[src/logic/isc_pkg.sv]
// constants, types and register map of the instruction stage status control
package isc_pkg;

    ////////////////////////////////////////////////////////////////////////////
    // clock and cycle timing
    localparam int CLK_MHZ       = 200;                        // pclk rate
    localparam int CYCLE_TIME_US = 4;                          // basic cycle
    localparam int CYCLE_CYC     = CYCLE_TIME_US * CLK_MHZ;    // pclk per cycle
    localparam int PHASE_W       = 10;
    localparam int TP_COUNT      = 8;                          // numbered pulses
    localparam int TP_STEP       = CYCLE_CYC / TP_COUNT;
    localparam int TP_ZERO       = 0;                          // pulse zero
    localparam int TP_FIVE       = 5;                          // pulse five
    localparam logic [PHASE_W-1:0] PHASE_LAST = PHASE_W'(CYCLE_CYC - 1);
    localparam logic [PHASE_W-1:0] PHASE_RST  = '0;

    // ending-pulse delay window
    localparam int EPD_TIME_US = 4;
    localparam int EPD_CYC     = EPD_TIME_US * CLK_MHZ;
    localparam logic [PHASE_W-1:0] EPD_LOAD = PHASE_W'(EPD_CYC - 1);

    ////////////////////////////////////////////////////////////////////////////
    // encoder sizes
    localparam int INSTR_LINES  = 76;
    localparam int CTL_GROUPS   = 49;
    localparam int PROG_LINES   = 90;
    localparam int CS_SHIFT     = 42;                          // chain start, shift digits
    localparam int CS_DIRECT_A  = 3;                           // chain start, direct A
    localparam int CS_DIRECT_B  = 4;
    localparam int GROUP_W      = 6;
    localparam int PROG_W       = 7;
    localparam int A_PART_W     = 20;                          // five digits
    localparam int CNT_W        = 16;

    ////////////////////////////////////////////////////////////////////////////
    // register map
    localparam logic [11:0] REG_CTRL   = 12'h000;
    localparam logic [11:0] REG_STATUS = 12'h004;
    localparam logic [11:0] REG_OPSEL  = 12'h008;
    localparam logic [11:0] REG_CHAIN  = 12'h00C;
    localparam int CTRL_CLEAR_BIT      = 0;
    localparam logic [31:0] RD_RST     = 32'h0000_0000;

    ////////////////////////////////////////////////////////////////////////////
    // instruction classes
    typedef enum logic [4:0] {
        CLS_NONE    = 5'b00000,
        CLS_ARITH   = 5'b00001,
        CLS_EXTR    = 5'b00010,
        CLS_EXTR_LU = 5'b00011,
        CLS_SHIFT_S = 5'b00100,
        CLS_SHIFT_D = 5'b00101,
        CLS_FETCH   = 5'b00110,
        CLS_STORE   = 5'b00111,
        CLS_SLJ     = 5'b01000,
        CLS_UJUMP   = 5'b01001,
        CLS_COMP_AM = 5'b01010,
        CLS_COMP_M  = 5'b01011,
        CLS_INDEX   = 5'b01100,
        CLS_VIS_IN  = 5'b01101,
        CLS_VIS_OUT = 5'b01110
    } isc_class_t;

    // chain and operand use of one class
    typedef struct packed {
        logic a_in;
        logic m_in;
        logic res;
        logic opa;
        logic opm;
        logic direct_sel;
        logic shift_lsd;
    } isc_chain_t;

    typedef struct packed {
        logic epd;
        logic stage_four_flag;
        logic stage_three_flag;
        logic stage_two_flag;
        logic stage_one_flag;
    } isc_stage_t;

    typedef struct packed {
        logic                    cycle_start_pulse;
        logic [TP_COUNT-1:0]     timing_pulse;
    } isc_timing_t;

    typedef struct packed {
        logic completing_call;
        logic no_conflict_inequality;
        logic instruction_ending_pulse;
        logic general_clear;
        logic double_first_half;
    } isc_seq_in_t;

    typedef struct packed {
        logic [7:0]          opcode;                 // two decimal digits
        logic [7:0]          m_lsd;                  // two low digits of m
        logic [A_PART_W-1:0] a_part;
        logic                double_precision;
        logic                multiply;
    } isc_instr_t;

    typedef struct packed {
        logic        psel;
        logic        penable;
        logic        pwrite;
        logic [11:0] paddr;
        logic [31:0] pwdata;
    } isc_apb_req_t;

    typedef struct packed {
        logic [31:0] prdata;
        logic        pready;
        logic        pslverr;
    } isc_apb_rsp_t;

endpackage : isc_pkg

[src/logic/isc_status_ctrl.sv]
// instruction stage status flags, instruction class encoders and apb registers
`timescale 1ns/1ps
`default_nettype none
module isc_status_ctrl (
    // clock and reset
    input  wire logic                          pclk,
    input  wire logic                          presetn,
    // register bus
    input  wire isc_pkg::isc_apb_req_t         apb_req,
    output isc_pkg::isc_apb_rsp_t              apb_rsp,
    // sequence events from the control unit
    input  wire isc_pkg::isc_seq_in_t          seq_in,
    // instruction in the second instruction register
    input  wire isc_pkg::isc_instr_t           second_instr,
    // stage flags
    output isc_pkg::isc_stage_t                stage,
    // chain use during operand select
    output isc_pkg::isc_chain_t                chain_use,
    output logic [2:0]                         a_input_uses,
    output logic [1:0]                         result_uses,
    output logic [1:0]                         mem_refs,
    // encoder outputs
    output logic [isc_pkg::GROUP_W-1:0]        control_group,
    output logic [3:0]                         arith_group,
    output logic [isc_pkg::PROG_W-1:0]         program_stage_line,
    // direct transfers
    output logic                               shift_digits_transfer,
    output logic [7:0]                         arith_shift_register,
    output logic                               selector_direct_load,
    output logic [isc_pkg::A_PART_W-1:0]       fast_reg_selector
);
    import isc_pkg::*;

    ////////////////////////////////////////////////////////////////////////////
    // state of the block
    typedef struct packed {
        isc_stage_t          stg;
        logic [PHASE_W-1:0]  epd_cnt;
        isc_class_t          cls;
        isc_chain_t          chain;
        logic [2:0]          a_uses;
        logic [1:0]          r_uses;
        logic [1:0]          m_refs;
        logic [GROUP_W-1:0]  ctl_grp;
        logic [3:0]          ar_grp;
        logic [PROG_W-1:0]   prog;
        logic [CNT_W-1:0]    opsel_cnt;
        logic [CNT_W-1:0]    opsel_last;
        logic [7:0]          shift_digits;
        logic [A_PART_W-1:0] fr_select;
        logic                shift_xfer;
        logic                sel_load;
        logic                soft_clr;
        isc_apb_rsp_t        rsp;
    } isc_core_t;

    isc_core_t   st_ff;
    isc_core_t   nxt_st;
    isc_timing_t tim;

    ////////////////////////////////////////////////////////////////////////////
    // control-unit encoder: opcode to instruction class
    function automatic isc_class_t ctl_class(input logic [7:0] op);
        isc_class_t c;
        c = CLS_NONE;
        if (op inside {[8'h01:8'h06], 8'h11, 8'h12, [8'h14:8'h16],
                       [8'h20:8'h27], [8'h30:8'h32], [8'h34:8'h37]}) begin
            c = CLS_ARITH;
        end else if (op inside {[8'h60:8'h64]}) begin
            c = CLS_EXTR;
        end else if (op inside {8'h65, 8'h66}) begin
            c = CLS_EXTR_LU;
        end else if (op inside {[8'h50:8'h53]}) begin
            c = CLS_SHIFT_S;
        end else if (op inside {[8'h55:8'h59]}) begin
            c = CLS_SHIFT_D;
        end else if (op inside {8'h43, 8'h48}) begin
            c = CLS_FETCH;
        end else if (op inside {[8'h40:8'h42], [8'h45:8'h47]}) begin
            c = CLS_STORE;
        end else if (op == 8'h93) begin
            c = CLS_SLJ;
        end else if (op == 8'h92) begin
            c = CLS_UJUMP;
        end else if (op inside {8'h70, 8'h71, 8'h75, 8'h76}) begin
            c = CLS_COMP_AM;
        end else if (op inside {[8'h72:8'h74]}) begin
            c = CLS_COMP_M;
        end else if (op inside {[8'h80:8'h83], 8'h85, 8'h86}) begin
            c = CLS_INDEX;
        end else if (op inside {8'h09, 8'h19}) begin
            c = CLS_VIS_IN;
        end else if (op inside {8'h29, 8'h39}) begin
            c = CLS_VIS_OUT;
        end
        return c;
    endfunction

    // chain and operand use of each class
    function automatic isc_chain_t chain_of(input isc_class_t c);
        isc_chain_t ch;
        ch = '0;
        unique case (c)
            CLS_NONE:    ch = '0;
            CLS_ARITH:   ch = '{1'b1, 1'b0, 1'b1, 1'b1, 1'b1, 1'b0, 1'b0};
            CLS_EXTR:    ch = '{1'b1, 1'b0, 1'b1, 1'b1, 1'b1, 1'b0, 1'b0};
            CLS_EXTR_LU: ch = '{1'b1, 1'b1, 1'b1, 1'b1, 1'b1, 1'b0, 1'b0};
            CLS_SHIFT_S: ch = '{1'b0, 1'b1, 1'b1, 1'b1, 1'b0, 1'b1, 1'b1};
            CLS_SHIFT_D: ch = '{1'b1, 1'b1, 1'b1, 1'b1, 1'b0, 1'b1, 1'b1};
            CLS_FETCH:   ch = '{1'b0, 1'b0, 1'b1, 1'b0, 1'b1, 1'b0, 1'b0};
            CLS_STORE:   ch = '{1'b0, 1'b1, 1'b0, 1'b1, 1'b0, 1'b1, 1'b0};
            CLS_SLJ:     ch = '0;
            CLS_UJUMP:   ch = '{1'b1, 1'b0, 1'b1, 1'b1, 1'b0, 1'b0, 1'b0};
            CLS_COMP_AM: ch = '{1'b1, 1'b1, 1'b0, 1'b1, 1'b0, 1'b1, 1'b0};
            CLS_COMP_M:  ch = '{1'b0, 1'b1, 1'b0, 1'b1, 1'b0, 1'b1, 1'b0};
            CLS_INDEX:   ch = '{1'b1, 1'b0, 1'b1, 1'b1, 1'b0, 1'b0, 1'b0};
            CLS_VIS_IN:  ch = '{1'b0, 1'b0, 1'b1, 1'b0, 1'b1, 1'b0, 1'b0};
            CLS_VIS_OUT: ch = '{1'b0, 1'b1, 1'b0, 1'b1, 1'b0, 1'b0, 1'b0};
            default:     ch = '0;
        endcase
        return ch;
    endfunction

    // arithmetic-unit encoder: groups by arithmetic needs
    function automatic logic [3:0] arith_group_of(input isc_class_t c);
        logic [3:0] g;
        g = 4'h0;
        unique case (c)
            CLS_ARITH, CLS_EXTR, CLS_EXTR_LU:        g = 4'h1;
            CLS_SHIFT_S, CLS_SHIFT_D:                g = 4'h2;
            CLS_COMP_AM, CLS_COMP_M:                 g = 4'h3;
            CLS_FETCH, CLS_STORE, CLS_VIS_IN,
            CLS_VIS_OUT, CLS_SLJ, CLS_UJUMP,
            CLS_INDEX:                               g = 4'h4;
            CLS_NONE:                                g = 4'h0;
            default:                                 g = 4'h0;
        endcase
        return g;
    endfunction

    ////////////////////////////////////////////////////////////////////////////
    // cycle timing source
    isc_timing_gen u_timing (
        .pclk    (pclk),
        .presetn (presetn),
        .tim     (tim)
    );

    ////////////////////////////////////////////////////////////////////////////
    // next-state logic
    always_comb begin
        logic         clr;
        logic         new_opsel;
        logic         setup;
        logic         access;
        logic         dbl;
        isc_class_t   c;
        isc_chain_t   ch;
        clr       = seq_in.general_clear | st_ff.soft_clr;
        new_opsel = st_ff.stg.stage_one_flag & seq_in.no_conflict_inequality;
        setup     = apb_req.psel & ~apb_req.penable;
        access    = apb_req.psel & apb_req.penable & st_ff.rsp.pready;
        c         = ctl_class(second_instr.opcode);
        ch        = chain_of(c);
        dbl       = second_instr.double_precision & (c == CLS_ARITH);
        nxt_st    = st_ff;
        nxt_st.shift_xfer = 1'b0;
        nxt_st.sel_load   = 1'b0;
        nxt_st.soft_clr   = 1'b0;

        // ending-pulse delay lasts exactly one cycle after the pulse
        if (seq_in.instruction_ending_pulse) begin
            nxt_st.epd_cnt = EPD_LOAD;
            nxt_st.stg.epd = 1'b1;
        end else if (st_ff.epd_cnt != '0) begin
            nxt_st.epd_cnt = st_ff.epd_cnt - 1'b1;
        end else begin
            nxt_st.stg.epd = 1'b0;
        end

        // operand-select time counted while stage two is set
        if (st_ff.stg.stage_two_flag) begin
            nxt_st.opsel_cnt = st_ff.opsel_cnt + 1'b1;
        end

        // stage chain steps once per cycle
        if (tim.cycle_start_pulse) begin
            nxt_st.stg.stage_one_flag = seq_in.completing_call |
                (st_ff.stg.stage_one_flag & ~seq_in.no_conflict_inequality);
            nxt_st.stg.stage_two_flag = new_opsel |
                (st_ff.stg.stage_two_flag & ~st_ff.stg.epd);
            nxt_st.stg.stage_three_flag = st_ff.stg.epd;
            nxt_st.stg.stage_four_flag  = st_ff.stg.stage_three_flag &
                ~seq_in.double_first_half;
            if (st_ff.stg.stage_two_flag && !nxt_st.stg.stage_two_flag) begin
                nxt_st.opsel_last = st_ff.opsel_cnt + 1'b1;
            end
            if (new_opsel) begin
                // instruction enters operand select: latch its class
                nxt_st.cls     = c;
                nxt_st.chain   = ch;
                nxt_st.ctl_grp = {1'b0, c};
                nxt_st.ar_grp  = arith_group_of(c);
                nxt_st.prog    = {1'b0, c, 1'b0};
                nxt_st.opsel_cnt = '0;
                nxt_st.a_uses  = ~ch.a_in ? 3'd0 :
                                 ~dbl ? 3'd1 :
                                 second_instr.multiply ? 3'd4 : 3'd2;
                nxt_st.r_uses  = ~ch.res ? 2'd0 : dbl ? 2'd2 : 2'd1;
                nxt_st.m_refs  = ~ch.opm ? 2'd0 : dbl ? 2'd2 : 2'd1;
            end else if (st_ff.stg.stage_two_flag) begin
                nxt_st.prog[0] = 1'b1;
            end
        end

        // chain use is shown only during operand select
        if (!nxt_st.stg.stage_two_flag) begin
            nxt_st.chain  = '0;
            nxt_st.a_uses = '0;
            nxt_st.r_uses = '0;
            nxt_st.m_refs = '0;
        end

        // low m digits go to the arithmetic shift register at pulse five
        if (st_ff.stg.stage_two_flag && st_ff.chain.shift_lsd &&
            tim.timing_pulse[TP_FIVE]) begin
            nxt_st.shift_xfer   = 1'b1;
            nxt_st.shift_digits = second_instr.m_lsd;
        end

        // a part loaded straight into the selector at pulse zero
        if (nxt_st.stg.stage_two_flag && nxt_st.chain.direct_sel &&
            tim.timing_pulse[TP_ZERO]) begin
            nxt_st.sel_load  = 1'b1;
            nxt_st.fr_select = second_instr.a_part;
        end

        // general clear empties the stage chain
        if (clr) begin
            nxt_st.stg     = '0;
            nxt_st.epd_cnt = '0;
            nxt_st.chain   = '0;
            nxt_st.a_uses  = '0;
            nxt_st.r_uses  = '0;
            nxt_st.m_refs  = '0;
        end

        // apb: decode in setup, answer in the first access cycle
        nxt_st.rsp.pready = setup;
        if (setup) begin
            nxt_st.rsp.pslverr = 1'b0;
            nxt_st.rsp.prdata  = RD_RST;
            unique case (apb_req.paddr)
                REG_CTRL:   nxt_st.rsp.prdata = RD_RST;
                REG_STATUS: nxt_st.rsp.prdata = {19'h0_0000, st_ff.cls, 3'b000,
                                                 st_ff.stg};
                REG_OPSEL:  nxt_st.rsp.prdata = {16'h0000, st_ff.opsel_last};
                REG_CHAIN:  nxt_st.rsp.prdata = {18'h0_0000, st_ff.m_refs,
                                                 st_ff.r_uses, st_ff.a_uses,
                                                 st_ff.chain};
                default:    nxt_st.rsp.pslverr = 1'b1;
            endcase
            if (apb_req.pwrite) begin
                nxt_st.rsp.prdata = RD_RST;
            end
        end

        // write to the control register is captured at the access edge; the clear acts one cycle later
        if (access && apb_req.pwrite && !st_ff.rsp.pslverr &&
            apb_req.paddr == REG_CTRL) begin
            nxt_st.soft_clr = apb_req.pwdata[CTRL_CLEAR_BIT];
        end
    end

    ////////////////////////////////////////////////////////////////////////////
    // state register
    always_ff @(posedge pclk or negedge presetn) begin
        if (!presetn) begin
            st_ff <= '0;
        end else begin
            st_ff <= nxt_st;
        end
    end

    ////////////////////////////////////////////////////////////////////////////
    // outputs straight from the state register
    assign apb_rsp               = st_ff.rsp;
    assign stage                 = st_ff.stg;
    assign chain_use             = st_ff.chain;
    assign a_input_uses          = st_ff.a_uses;
    assign result_uses           = st_ff.r_uses;
    assign mem_refs              = st_ff.m_refs;
    assign control_group         = st_ff.ctl_grp;
    assign arith_group           = st_ff.ar_grp;
    assign program_stage_line    = st_ff.prog;
    assign shift_digits_transfer = st_ff.shift_xfer;
    assign arith_shift_register  = st_ff.shift_digits;
    assign selector_direct_load  = st_ff.sel_load;
    assign fast_reg_selector     = st_ff.fr_select;

endmodule // isc_status_ctrl
`default_nettype wire

[src/logic/isc_timing_gen.sv]
// free-running cycle phase counter giving cycle start and numbered timing pulses
`timescale 1ns/1ps
`default_nettype none
module isc_timing_gen (
    // clock and reset
    input  wire logic            pclk,
    input  wire logic            presetn,
    // timing pulses
    output isc_pkg::isc_timing_t tim
);
    import isc_pkg::*;

    typedef struct packed {
        logic [PHASE_W-1:0] phase;
        isc_timing_t        tim;
    } isc_tg_state_t;

    isc_tg_state_t st_ff;
    isc_tg_state_t nxt_st;

    ////////////////////////////////////////////////////////////////////////////
    // phase wraps once per cycle; pulses fire on fixed phases
    always_comb begin
        nxt_st = st_ff;
        nxt_st.phase = (st_ff.phase == PHASE_LAST) ? PHASE_RST : st_ff.phase + 1'b1;
        nxt_st.tim.cycle_start_pulse = (nxt_st.phase == PHASE_RST);
        for (int k = 0; k < TP_COUNT; k++) begin
            nxt_st.tim.timing_pulse[k] = (nxt_st.phase == PHASE_W'(k * TP_STEP));
        end
    end

    // state register
    always_ff @(posedge pclk or negedge presetn) begin
        if (!presetn) begin
            st_ff <= '0;
        end else begin
            st_ff <= nxt_st;
        end
    end

    assign tim = st_ff.tim;

endmodule // isc_timing_gen
`default_nettype wire

[config.mk]
export PLATFORM = sky130hd
export DESIGN_NAME = isc_status_ctrl
export DESIGN_NICKNAME = d
export VERILOG_FILES = /design/src/logic/isc_pkg.sv /design/src/logic/isc_status_ctrl.sv /design/src/logic/isc_timing_gen.sv
export SDC_FILE = /design/constraint.sdc
export NUM_CORES = 1
export LEC_CHECK = 0
export BUFFER_PORTS_ARGS = -buffer_cell sky130_fd_sc_hd__buf_4
export CAP_MARGIN = 20
export CORE_MARGIN = 2
export CORE_UTILIZATION = 57
export CTS_CLUSTER_DIAMETER = 80
export CTS_CLUSTER_SIZE = 40
export DETAILED_ROUTE_END_ITERATION = 6
export GPL_TIMING_DRIVEN = 0
export PLACE_DENSITY_LB_ADDON = 0.3
export SYNTH_ARGS = -nofsm -noshare
export SYNTH_HDL_FRONTEND = slang
export SYNTH_SLANG_ARGS = --single-unit
[constraint.sdc]
create_clock -name pclk -period 3.55 [get_ports pclk]
set_clock_uncertainty 0.1 [all_clocks]
set_input_delay 0.355 -clock pclk [delete_from_list [all_inputs] [get_ports pclk]]
set_output_delay 0.355 -clock pclk [all_outputs]
set_load 0.1 [all_outputs]
=== Word level (Yosys, flattened, before mapping) ===
Memory sizes are Yosys's and may differ from the RTL's.
Index checks and enable logic that the tools add are counted.

* Register bits: 153
* Bits in latches: 0
* Memory bits (writable): 0
* ROM bits: 160
* Input port bits: 92
* Output and inout port bits: 100
* Word-level logic and storage cells: 192
* Memories kept: 2

{| class="wikitable"
|+ Memories
! name !! depth !! bits a word !! read ports !! clocked after memory_dff !! write ports !! RTL line !! RTL
|-
| (name not given) || 16 || 7 || 1 || 0 || 0 || isc_status_ctrl.sv:103 || <nowiki>unique case (c)</nowiki>
|-
| (name not given) || 16 || 3 || 1 || 0 || 0 || isc_status_ctrl.sv:128 || <nowiki>unique case (c)</nowiki>
|}

* Add/sub/neg operators: 3
* Multipliers: 0
* Div/mod/pow operators: 0
* Order comparisons: 24
* Equal/unequal tests: 31
* Shifts and indexed selects: 0
* Muxes and demuxes: 44
* Bitwise gates (word level): 15
* Reductions and logical operators: 41

{| class="wikitable"
|+ Operators by type and width
! operator !! count
|-
| $eq 8x7->1 const B || 8
|-
| $mux 4 || 16
|-
| $mux 63 || 1
|-
| $ge 8x7->1 const B || 6
|-
| $le 8x7->1 const B || 6
|-
| $mux 16 || 3
|-
| $pmux 16 s3 || 1
|-
| $eq 8x8->1 const B || 4
|-
| $mux 32 || 1
|-
| $eq 10x9->1 const B || 3
|-
| $mux 10 || 3
|-
| $mux 30 || 1
|-
| $mux 14 || 2
|-
| $eq 12x4->1 const B || 2
|-
| $eq 8x5->1 const B || 3
|-
| $ge 8x6->1 const B || 3
|-
| $le 8x6->1 const B || 3
|-
| $logic_and 1x1->1 || 20
|-
| $add 16x1->16 const B || 1
|-
| $eq 8x6->1 const B || 2
|-
| $mux 15 || 1
|-
| $reduce_bool 2->1 || 7
|-
| $eq 12x3->1 const B || 1
|-
| $logic_not 12->1 || 1
|-
| 30 further kinds || 59
|}

=== Logic depth before layout (Yosys ltp) ===
* Depth after elaboration: 26
* Gate-level depth with buffers: 11
* Mapped depth without buffers: 10

=== Hierarchy ===
A second synthesis with hierarchy kept.

* Cell total of the unflattened synthesis: 742
* Area total of the unflattened synthesis: 7480.9 µm²

{| class="wikitable"
|+ Modules (own cells, without submodules)
! module !! instances !! cells an instance !! area an instance (µm²) !! seq. area each (µm²)
|-
| isc_status_ctrl || 1 || 638 || 6444.9 || 2952.8
|-
| isc_timing_gen || 1 || 104 || 1036.0 || 450.4
|}

=== Worst setup path after synthesis ===
Ideal clock, no wire load.

* Kind: in2reg
* Start point: in second_instr[31] (netlist bit)
* End point: reg st_ff, in the netlist fast_reg_selector[10]
* Setup time: 0.125 ns
* Arrival: 2.844 ns
* Data required time: 3.325 ns
* Path slack: 0.481 ns
* Cell stages on the path: 11
* Path buffers: 2
* Path through: buf_2 -> or3b_2 -> o2111ai_1 -> a21boi_0 -> nor2b_1 -> inv_1 -> ha_1 -> o21bai_1 -> o211a_1 -> buf_6 -> mux2_2

* Longest elaborated chain between the ends: 23
* Elaborated cells between the ends (all ways): 83
* Those cells by class: 24 x order compare; 18 x eq/ne; 18 x mux; 22 x reduce/logical; 1 x memory

{| class="wikitable"
|+ RTL lines
! element !! RTL line !! RTL
|-
| start: declaration || isc_status_ctrl.sv:14 || <nowiki>input wire isc_pkg::isc_instr_t second_instr,</nowiki>
|-
| parallel branches: the longest is 15 deep, another holds $ge 8x8->1 || n/a ||
|-
| $mux 4 * || isc_status_ctrl.sv:66 || <nowiki>if (op inside {[8'h01:8'h06], 8'h11, 8'h12, [8'h14:8'h16],</nowiki>
|-
| $mem_v2 16x7 * || n/a ||
|-
| $mux 7 * || isc_status_ctrl.sv:103 ||
|-
| $mux 30 * || isc_status_ctrl.sv:198 || <nowiki>if (new_opsel) begin</nowiki>
|-
| $mux 63 * || isc_status_ctrl.sv:187 || <nowiki>if (tim.cycle_start_pulse) begin</nowiki>
|-
| $mux 14 * || isc_status_ctrl.sv:217 || <nowiki>if (!nxt_st.stg.stage_two_flag) begin</nowiki>
|-
| $logic_and 1x1->1 * (2 in a row) || isc_status_ctrl.sv:232 || <nowiki>if (nxt_st.stg.stage_two_flag && nxt_st.chain.direct_sel &&</nowiki>
|-
| end signal: assignment || isc_status_ctrl.sv:281 || <nowiki>st_ff <= nxt_st;</nowiki>
|-
| end: declaration || isc_status_ctrl.sv:57 || <nowiki>isc_core_t st_ff;</nowiki>
|}

Mark *: on every way between the ends. The select of a mux whose other input is x is not followed.
A chain may end at the register's enable or synchronous reset.

=== Worst setup path in the final report ===
* Start point: in second_instr[31] (netlist bit)
* End point: reg st_ff, in the netlist fast_reg_selector[0]

Same word-level chain as after synthesis.

==> summary.md <==
| Metric | Value |
|---|---|
| Final setup vio count | 0 |
| Yosys reg bits | 130 |
| Post-DP HPWL | 12,000 microns |
| Avg Inst Size Synth | 10.2 sq um |
| Initial Util | 58.7% |
| Remaining DRCs | 0 |
| Util after Layout | 75.4% |
| Core ar. | 0.0121 sq mm |
| Least-Margin Pin Slew | 0.852 ns |
| Setup WS post-layout | 0.338 ns |
| Peak supply drop | 0.275 mV |
| Die Ht | 115 microns |
| Num CTS Buffers | 17 |
| Via count | 5,606 |
| CP Capture Type | flop |
| Num rows | 40 |
| Setup slack, reg-to-reg | 1.02 ns |
| Worst path required time | 3.74 ns |
| First-pass GRT wire length | 26,500 microns |
| Register area share after synthesis | 45.9% |
| Die area | 0.0133 sq mm |
| Dominant synthesized flop cell | dfrtp_1 |
| CTS tree | built |
| Number of port buffers | 135 |
| Pre-Repair DR Iteration Count | 5 |
| Post-synthesis cell count | 692 |
| CP max-delay cell | or3b_2 |
| Yosys warning count | 0 |
| Post-layout nets | 969 |
| Hold slack | 0.0712 ns |
| Startpoint Class | input pin |
| Relative slew slack | 42.7% |
| Leakage | 0.00455 uW |
| Crit-path cells | buf_4, buf_2, or3b_2, o2111ai_1, a21boi_0, nor2b_2, inv_1, ha_1, o21bai_1, o211a_1, buf_6, mux2_2 |
| Worst-path clk slew | 0.05 ns |
| Clock latency on the worst-skew pair | 0.41 ns |
| Area of the mapped netlist | 0.00708 sq mm |
| DP Worst Slack | -0.208 ns |
| Post-route minimum period | 3.21 ns |
| Gr usage total | 25.5% |
| Wire length per cell | 15.7 microns |
| CTS HTree Levels | 4 |
| Post CTS Setup Buffer Count | 0 |
| CP peak stage delay | 0.50 ns |
| Async set-reset flop share out of synthesis | 100% |
| PwrDens | 437 mW/mm^2 |
| GPL Wtd Cong | 0.913 |
| Clock sinks | 130 |
| CP max FO | 10 |
| Vias in the first global route | 5,500 |
| RSZ-0062 raised after global routing | no |
| Final Cycle Share | 90.5% |
| Crit path DAT | 3.41 ns |
| Antenna violations before repair | 0 |
| Post-route ant nets | 0 |
| Outcome | completed |
| Worst hold-check path type | in -> reg |
| DR iter-0 viols | 531 |
| Total power | 3970 uW |
| Largest net degree at the start of global routing | 77 |
| Layout filler cell count | 808 |
| Share of cells above drive strength 1 | 38.0% |
| Diodes inserted | 0 |
| I/O Pins | 192 |
| DIE WIDTH | 115 microns |
| Area Overhead vs Synth | 28.4% |
| Total wire length | 16,500 microns |
| Max-cap violations | 0 |
| FMAX | 0.311 GHz |
| Final slew viol count | 0 |
| GRT Residual Overflow | 0 |
| Mean number of vias per cell | 5.34 |
| Longest Clk Path Bufs | 2 |
| Post-synth EDFFs | 0 |
| Post-synth cell types | 65 |
| Crit Path Class | in -> reg |
| Root Buffer | clkbuf_16 |
| Final hold viol count | 0 |
[path summary, 6_finish.rpt]
kind                              startpoint  cells past startpoint                       to
min reg2reg                      apb_rsp[16]                      2              apb_rsp[16]
max in group asynchronous            presetn                      3    fast_reg_selector[18]
min in group asynchronous            presetn                      2               st_ff[138]
max reg2reg                u_timing.st_ff[9]                      7          u_timing.tim[0]
min                         second_instr[28]                      2  arith_shift_register[6]
max                         second_instr[31]                     12     fast_reg_selector[0]
[critical path, delay by kind of cell]
family	cells	cell delay [ns]
buffers and inverters	4	0.65
and+or+nand+nor	2	0.87
muxes	1	0.34
AOI/OAI and AO/OA	4	0.94
adders and majority gates	1	0.24
[cell usage after synthesis, types with 7 or more instances]
library cell / n / area [sq um]
mux2_2: 41 / 462
buf_2: 7 / 35.0
o21ai_0: 16 / 80.1
xnor2_1: 21 / 184
ha_1: 9 / 113
nor2_1: 64 / 240
dfrtp_1: 130 / 3250
a22o_1: 24 / 210
a21oi_1: 32 / 160
xor2_1: 20 / 175
and3_1: 9 / 56.3
nand2_1: 50 / 188
inv_1: 15 / 56.3
mux2i_1: 10 / 100
nand3_1: 16 / 80.1
nor3_1: 19 / 95.1
clkbuf_1: 16 / 60.1
buf_4: 99 / 743
[stage by stage]
step | std cells | area (sq um) | TNS, ns
floorplan | 712 | 7160 | 0
global placement | 1015 | 8380 | -2.08
detailed placement | 1016 | 8410 | -3.84
CTS | 1049 | 9090 | 0
global route | 1049 | 9100 | 0
finish | 1049 | 9100 | 0
[cell families after synthesis]
logic type	after synthesis	share of synthesized area, %
compound gates	109	11.2
xor+xnor	41	5.07
fa+ha+maj	9	1.59
buf+inv	142	13.2
flops	130	45.9
mux	51	7.93
other cells	1	0.0530
simple gates	209	15.0
[cells in the final DEF, fill, tap and decap left out, types with 20 or more instances in the layout]
cell type  instances
conb_1            21
xnor2_1           21
buf_4            233
dfrtp_1          130
a22o_1            24
mux2_2            41
a21oi_1           32
nand2_1           50
xor2_1            20
nor2_1            64
[area by class of cell]
class / instances / area [sq um] / area share [%]
Sequential cell: 130 / 3250 / 35.8
Tap cell: 168 / 210 / 2.31
Multi-Input combinational cell: 440 / 2970 / 32.7
Clock inverter: 9 / 174 / 1.91
Inverter: 15 / 56.3 / 0.619
Buffer: 127 / 880 / 9.67
Timing Repair Buffer: 137 / 1050 / 11.6
Clock buffer: 23 / 498 / 5.47
[power breakdown]
part	leakage (uW)	internal (uW)	switching (uW)
Sequential	0.00164	1510	32.9
Clock	0.000333	1340	621
Combinational	0.00257	160	308
[flip-flops by register name, summed over array words and instances (netlist names), 2 cells and up]
register,count
u_timing.tim,2
mem_refs,2
control_group,4
result_uses,2
arith_group,3
chain_use,7
arith_shift_register,8
st_ff,43
stage,5
u_timing.st_ff,10
apb_rsp,18
fast_reg_selector,20
a_input_uses,3
[per-layer routing]
metal	global-route usage (%)	vias to the layer above	routed length, microns
met1	31.7	2713	6570
li1	-	2637	-
met2	43.0	222	8450
met5	0	-	0
met4	10.6	0	404
met3	6.07	34	1080
[what timing repair did]
| item | in CTS | in global routing |
|---|---|---|
| hold buffers | 1 | 0 |
| endpoints found under the setup margin | 0 | 19 |
| resized for setup | 0 | 1 |
| endpoints found under the hold margin | 54 | 0 |
(Power assumes the default switching activity.)
